$ cat src/ppo_pkg.sv
package ppo_pkg;
	// ***************************************************
	// register map
	// ***************************************************
	localparam logic [11:0] PPO_OFS_GRP_040_076 = 12'h384;
	localparam logic [11:0] PPO_OFS_GRP_100_136 = 12'h388;
	localparam logic [11:0] PPO_OFS_GRP_140_176 = 12'h38C;
	localparam int          PPO_NUM_REGS        = 3;
	localparam int          PPO_DATA_W          = 32;
	localparam int          PPO_ADDR_W          = 12;
	// field layout: bits 30:0 writable, bit 31 reserved
	localparam logic [31:0] PPO_WR_MASK         = 32'h7FFFFFFF;
	localparam logic [31:0] PPO_RESET_VAL       = 32'h00000000;
	localparam int          PPO_PINS_PER_REG    = 31;
endpackage : ppo_pkg

$ cat src/ppo_pin_output.sv
// Operation
// - Register at 0x384 holds output levels of pins 040-076 in bits 30:0, bit 31 reserved.
// - Register at 0x388 holds output levels of pins 100-136 in bits 30:0, bit 31 reserved.
// - Register at 0x38C holds output levels of pins 140-176 in bits 30:0, bit 31 reserved.
// - All pin output fields clear to zero while the main system reset is asserted.
// - A watchdog timeout seen while clk_en is high raises the main system clear and clears all fields.
`timescale 1ns/1ns
`default_nettype none
module ppo_pin_output
	import ppo_pkg::*;
#(
	parameter int NUM_REGS = ppo_pkg::PPO_NUM_REGS
) (
	input  wire logic                                  pclk,
	input  wire logic                                  presetn,
	input  wire logic                                  clk_en,
	input  wire logic                                  watchdog_timeout,
	input  wire logic                                  psel,
	input  wire logic                                  penable,
	input  wire logic                                  pwrite,
	input  wire logic [ppo_pkg::PPO_ADDR_W-1:0]        paddr,
	input  wire logic [ppo_pkg::PPO_DATA_W-1:0]        pwdata,
	input  wire logic [3:0]                            pstrb,
	output logic      [ppo_pkg::PPO_DATA_W-1:0]        prdata,
	output logic                                       pready,
	output logic                                       pslverr,
	input  wire logic [ppo_pkg::PPO_PINS_PER_REG*3-1:0] pin_is_output,
	output logic      [ppo_pkg::PPO_PINS_PER_REG*3-1:0] pin_out,
	output logic      [ppo_pkg::PPO_PINS_PER_REG*3-1:0] pin_oe
);
	import ppo_pkg::*;

	// elaboration check: map, arrays and pin vectors are sized for three groups
	if (NUM_REGS != PPO_NUM_REGS) begin : g_bad_num_regs
		$error("ppo_pin_output: only three output groups are supported");
	end

	// ***************************************************
	// main system clear
	// ***************************************************
	// watchdog raises clear
	// watchdog is on pclk, so no synchroniser; registered so clear is glitch-free
	// held while clk_en is low, so a frozen block never clears itself
	logic wdt_clear_ff;
	logic nxt_wdt_clear;
	always_comb begin
		nxt_wdt_clear = clk_en ? watchdog_timeout : wdt_clear_ff;
	end
	always_ff @(posedge pclk or negedge presetn) begin
		if (!presetn) begin
			wdt_clear_ff <= 1'b0;
		end else begin
			wdt_clear_ff <= nxt_wdt_clear;
		end
	end

	// ***************************************************
	// apb decode
	// ***************************************************
	logic       acc;
	logic [1:0] idx;
	logic       hit;
	assign acc     = psel & penable;
	assign pready  = 1'b1;            // zero wait states
	always_comb begin
		if (paddr == PPO_OFS_GRP_040_076) begin
			idx = 2'h0;
			hit = 1'b1;
		end else if (paddr == PPO_OFS_GRP_100_136) begin
			idx = 2'h1;
			hit = 1'b1;
		end else if (paddr == PPO_OFS_GRP_140_176) begin
			idx = 2'h2;
			hit = 1'b1;
		end else begin
			idx = 2'h0;
			hit = 1'b0;
		end
	end
	assign pslverr = acc & ~hit;      // unmapped address flagged

	// ***************************************************
	// output registers
	// ***************************************************
	logic [31:0] out_ff     [3];
	logic [31:0] nxt_out    [3];
	logic [31:0] strb_mask;
	always_comb begin
		strb_mask = {{8{pstrb[3]}}, {8{pstrb[2]}}, {8{pstrb[1]}}, {8{pstrb[0]}}};
	end
	// clear beats a write
	// clk_en low holds everything, a latched clear included
	always_comb begin
		for (int i = 0; i < NUM_REGS; i++) begin
			nxt_out[i] = out_ff[i];
			if (clk_en) begin
				if (wdt_clear_ff) begin
					nxt_out[i] = PPO_RESET_VAL;
				end else if (acc && pwrite && hit && idx == i[1:0]) begin
					nxt_out[i] = ((out_ff[i] & ~strb_mask) | (pwdata & strb_mask)) & PPO_WR_MASK;
				end
			end
		end
	end
	always_ff @(posedge pclk or negedge presetn) begin
		if (!presetn) begin
			for (int i = 0; i < 3; i++) begin
				out_ff[i] <= PPO_RESET_VAL;
			end
		end else begin
			for (int i = 0; i < 3; i++) begin
				out_ff[i] <= nxt_out[i];
			end
		end
	end

	// ***************************************************
	// read data
	// ***************************************************
	// combinational read keeps zero-wait; data itself comes from flops
	// holes and idle read zero
	always_comb begin
		prdata = 32'h00000000;
		if (acc && !pwrite && hit) begin
			prdata = out_ff[idx];
		end
	end

	// ***************************************************
	// pins
	// ***************************************************
	// drive only outputs
	genvar g;
	generate
		for (g = 0; g < 3; g++) begin : g_pins
			assign pin_out[g*31 +: 31] = out_ff[g][30:0] & pin_is_output[g*31 +: 31];
			assign pin_oe[g*31 +: 31]  = pin_is_output[g*31 +: 31];
		end
	endgenerate
endmodule : ppo_pin_output
`default_nettype wire

$ cat config.mk
export PLATFORM = sky130hd
export DESIGN_NAME = ppo_pin_output
export DESIGN_NICKNAME = d
export VERILOG_FILES = /design/src/ppo_pkg.sv /design/src/ppo_pin_output.sv
export SDC_FILE = /design/constraint.sdc
export NUM_CORES = 1
export LEC_CHECK = 0
export ABC_AREA = 1
export BUFFER_PORTS_ARGS = -buffer_cell sky130_fd_sc_hd__buf_2
export CORE_MARGIN = 2
export CORE_UTILIZATION = 25
export CTS_CLUSTER_DIAMETER = 120
export CTS_CLUSTER_SIZE = 16
export DETAILED_ROUTE_END_ITERATION = 10
export GPL_TIMING_DRIVEN = 1
export PLACE_DENSITY_LB_ADDON = 0.15
export SLEW_MARGIN = 0
export SYNTH_ARGS = -nofsm -noshare
export SYNTH_HDL_FRONTEND = slang
export SYNTH_SLANG_ARGS = --single-unit
$ cat constraint.sdc
create_clock -name pclk -period 1.84 [get_ports pclk]
set_input_delay 0.184 -clock pclk [delete_from_list [all_inputs] [get_ports pclk]]
set_output_delay 0.184 -clock pclk [all_outputs]
set_load 0.1 [all_outputs]
==> summary.md <==
| Metric | Value |
|---|---|
| Core area | `29600 sq um` |
| TritonCTS clock tree | `built` |
| Max-Cap Viols | `0` |
| Slew Limit Headroom | `62.7%` |
| First-pass GRT wire length | `42.5 mm` |
| RSZ-0062 raised after global routing | `yes` |
| Critical path class | `in2out` |
| H-tree depth | `3` |
| Prevailing post-synth register cell | `dfrtp_1` |
| Crit-path max cell delay | `0.30 ns` |
| Met3 usage | `2.38%` |
| Fmax | `0.578 GHz` |
| Hold Startpoint | `watchdog_timeout` |
| Share of layout cells above drive strength 1 | `31.6%` |
| Clk_skew | `0.00533 ns` |
| Fin nets | `1602` |
| Hold depth | `3` |
| Worst path arrival time | `1.55 ns` |
| Die ar. | `31600 sq um` |
| GR Util met1 | `23.3%` |
| Io pins | `368` |
| # clock sinks | `94` |
| Max clock buf depth | `2` |
| Post-synth top cells | `nand2_1, inv_1, a21oi_1` |
| Largest net degree at the start of global routing | `95` |
| Final hold slack | `0.0721 ns` |
| Status | `finished clean` |
| Hold crit path type | `in2reg` |
| FF+latch count, synth | `94` |
| Crit-path max FO | `26` |
| Ys Warns | `0` |
| R2r worst-path depth | `6` |
| Crit path time final | `1.73 ns` |
| Drc violations | `0` |
| Peak supply drop | `0.527 mV` |
| Die height | `178 microns` |
| Syn nets | `1357` |
| Initial Utilization | `25.4%` |
| First-pass detailed-route iteration total | `6` |
| Leak pwr | `5.87 nW` |
| Routed WL per cell | `15.2 microns` |
| DRT Wirelength | `28.1 mm` |
| Root Buffer | `clkbuf_16` |
| N_diodes | `0` |
| Number of synthesized flops with an enable pin | `0` |
| Final slew viol count | `0` |
| Top-count cell post-synth | `nand2_1` |
| Final core occ | `34.3%` |
| R2r endpoint | `out_ff[72]` |
| Die X-Extent | `178 microns` |
| Worst EP required | `1.66 ns` |
| # setup viols final | `0` |
| Netlist Area Pre-Place | `7540 sq um` |
| Top Usage Layer GRT | `met2` |
| Mapped Cells | `1209` |
| Routed vias | `8127` |
| Cell variety after synth | `21` |
| Vias in the first global route | `7478` |
| Origin of the critical flop-to-flop path | `wdt_clear_ff` |
| Final critical-path share of the clock period | `94.0%` |
| Clock Latency Late Sink | `0.35 ns` |
| DP Wirelength | `20.4 mm` |
| Initial antenna violation count | `0` |
| GRT overflow | `0` |
| Num rows | `63` |
| TritonCTS Buffers | `9` |
| Post-synth top area share | `31.2%` |
| Power, Total | `0.00848 W` |
| Startpoint class of the critical path | `input pin` |
| Grt met2 use | `30.5%` |
| Register-to-register setup slack | `0.47 ns` |
| Clk slew on worst S/H paths | `0.07 ns` |
| Gr usage total | `17.5%` |
| Area growth from synthesis to layout | `34.9%` |
| P per Cell Area | `834 nW/um^2` |
| Critical Path End Type | `output port` |
| Hold EP | `wdt_clear_ff` |
| Critical path's slowest cell | `buf_4` |
| Gpl congestion | `0.747` |
| Area leader, netlist | `dfrtp_1` |
| Fillers | `3212` |
| I/O Buffers | `364` |
| Seq/Total Area, Yosys | `31.2%` |
| Setup bufs post-CTS | `0` |
| Final-report hold violation count | `0` |
| Main area contributors after synthesis | `dfrtp_1, nand2_1, buf_4` |
| Asr flop ratio synth | `100%` |
| Worst-Margin Slew | `0.560 ns` |
| Post-route ant nets | `0` |
| Crit-path cells | `buf_2 -> nor2_1 -> nand2_1 -> nor2_4 -> buf_12 -> buf_4 -> nand3b_1 -> nand2_1 -> a21oi_2 -> buf_12` |
| Syn_area_per_cell | `6.24 sq um` |
| Vias per cell | `4.40` |
| Dpl cell area | `9860 sq um` |
| Design area | `10200 sq um` |
| Number of DRC markers in iteration 0 | `587` |
cells by family (layout without fill, tap and decap cells):
kind of cell    count (synthesis)  count (layout)  synth area share (%)
buf+inv                       304             553                  21.0
compound gates                126             126                  8.56
flops                          94              94                  31.2
other cells                     2               2                0.0996
simple gates                  683             683                  39.1
power by group:
group | internal [W] | switching, W
sequential | 0.00237 | 0.000406
combinational | 0.000766 | 0.00302
clock | 0.00109 | 0.000829
total | 0.00422 | 0.00426
placed cells by master (no fill, tap or decap), drive strengths merged:
cell type,n
nand2,512
buf,401
inv,135
a21oi,124
nand3,99
dfrtp,94
nand3b,60
clkbuf,12
nor2,12
o21ai,2
conb,2
clkinvlp,2
clkinv,1
bufinv,1
dlygate4sd3,1
metrics by stage:
stage	setup WS, ns	std cells	setup TNS [ns]
finish	0.111	1848	0
global route	-0.0202	1848	-0.0755
CTS	0.0238	1848	0
detailed placement	0.0256	1832	0
global placement	0.0450	1832	0
floorplan	-0.264	1209	-5.50
critical path, delay by kind of cell:
kind / cells / cell delay [ns]
buffers and inverters: 4 / 0.71
and+or+nand+nor: 5 / 0.54
AOI/OAI and AO/OA: 1 / 0.08
cell type report:
cell class | instances | area, sq um | share of cell area (%)
multi-input cells | 811 | 3800 | 37.4
clock inverters | 3 | 45.0 | 0.443
flip-flops and latches | 94 | 2360 | 23.2
inverters | 136 | 512 | 5.03
well taps | 390 | 488 | 4.80
repair buffers | 402 | 2720 | 26.7
clock buffers | 12 | 246 | 2.42
sequential cells by signal (all words and copies together), names as in the netlist:
signal	count
wdt_clear_ff	1
out_ff	93
what timing repair did:
| item | in CTS | in global routing |
|---|---|---|
| resized for setup | 0 | 2 |
| hold buffers | 1 | 0 |
| setup endpoints to repair | 0 | 31 |
| endpoints found under the hold margin | 94 | 0 |
worst max-delay path by stage:
stage                          from  cells past startpoint  slack (ns)    endpoint
after floorplan           paddr[11]                      7       -0.26  prdata[10]
after global placement     paddr[1]                     10        0.05  prdata[16]
after detailed placement   paddr[1]                     10        0.03  prdata[12]
after CTS                  paddr[1]                     10        0.02  prdata[12]
after global routing      paddr[11]                     11       -0.02  prdata[23]
final                     paddr[11]                     10        0.11  prdata[23]
routing by layer:
layer,wire [microns],vias up
li1,-,4122
met1,12400,3722
met2,14000,273
met3,1450,10
met4,226,0
met5,0,-
(Power assumes the default switching activity.)
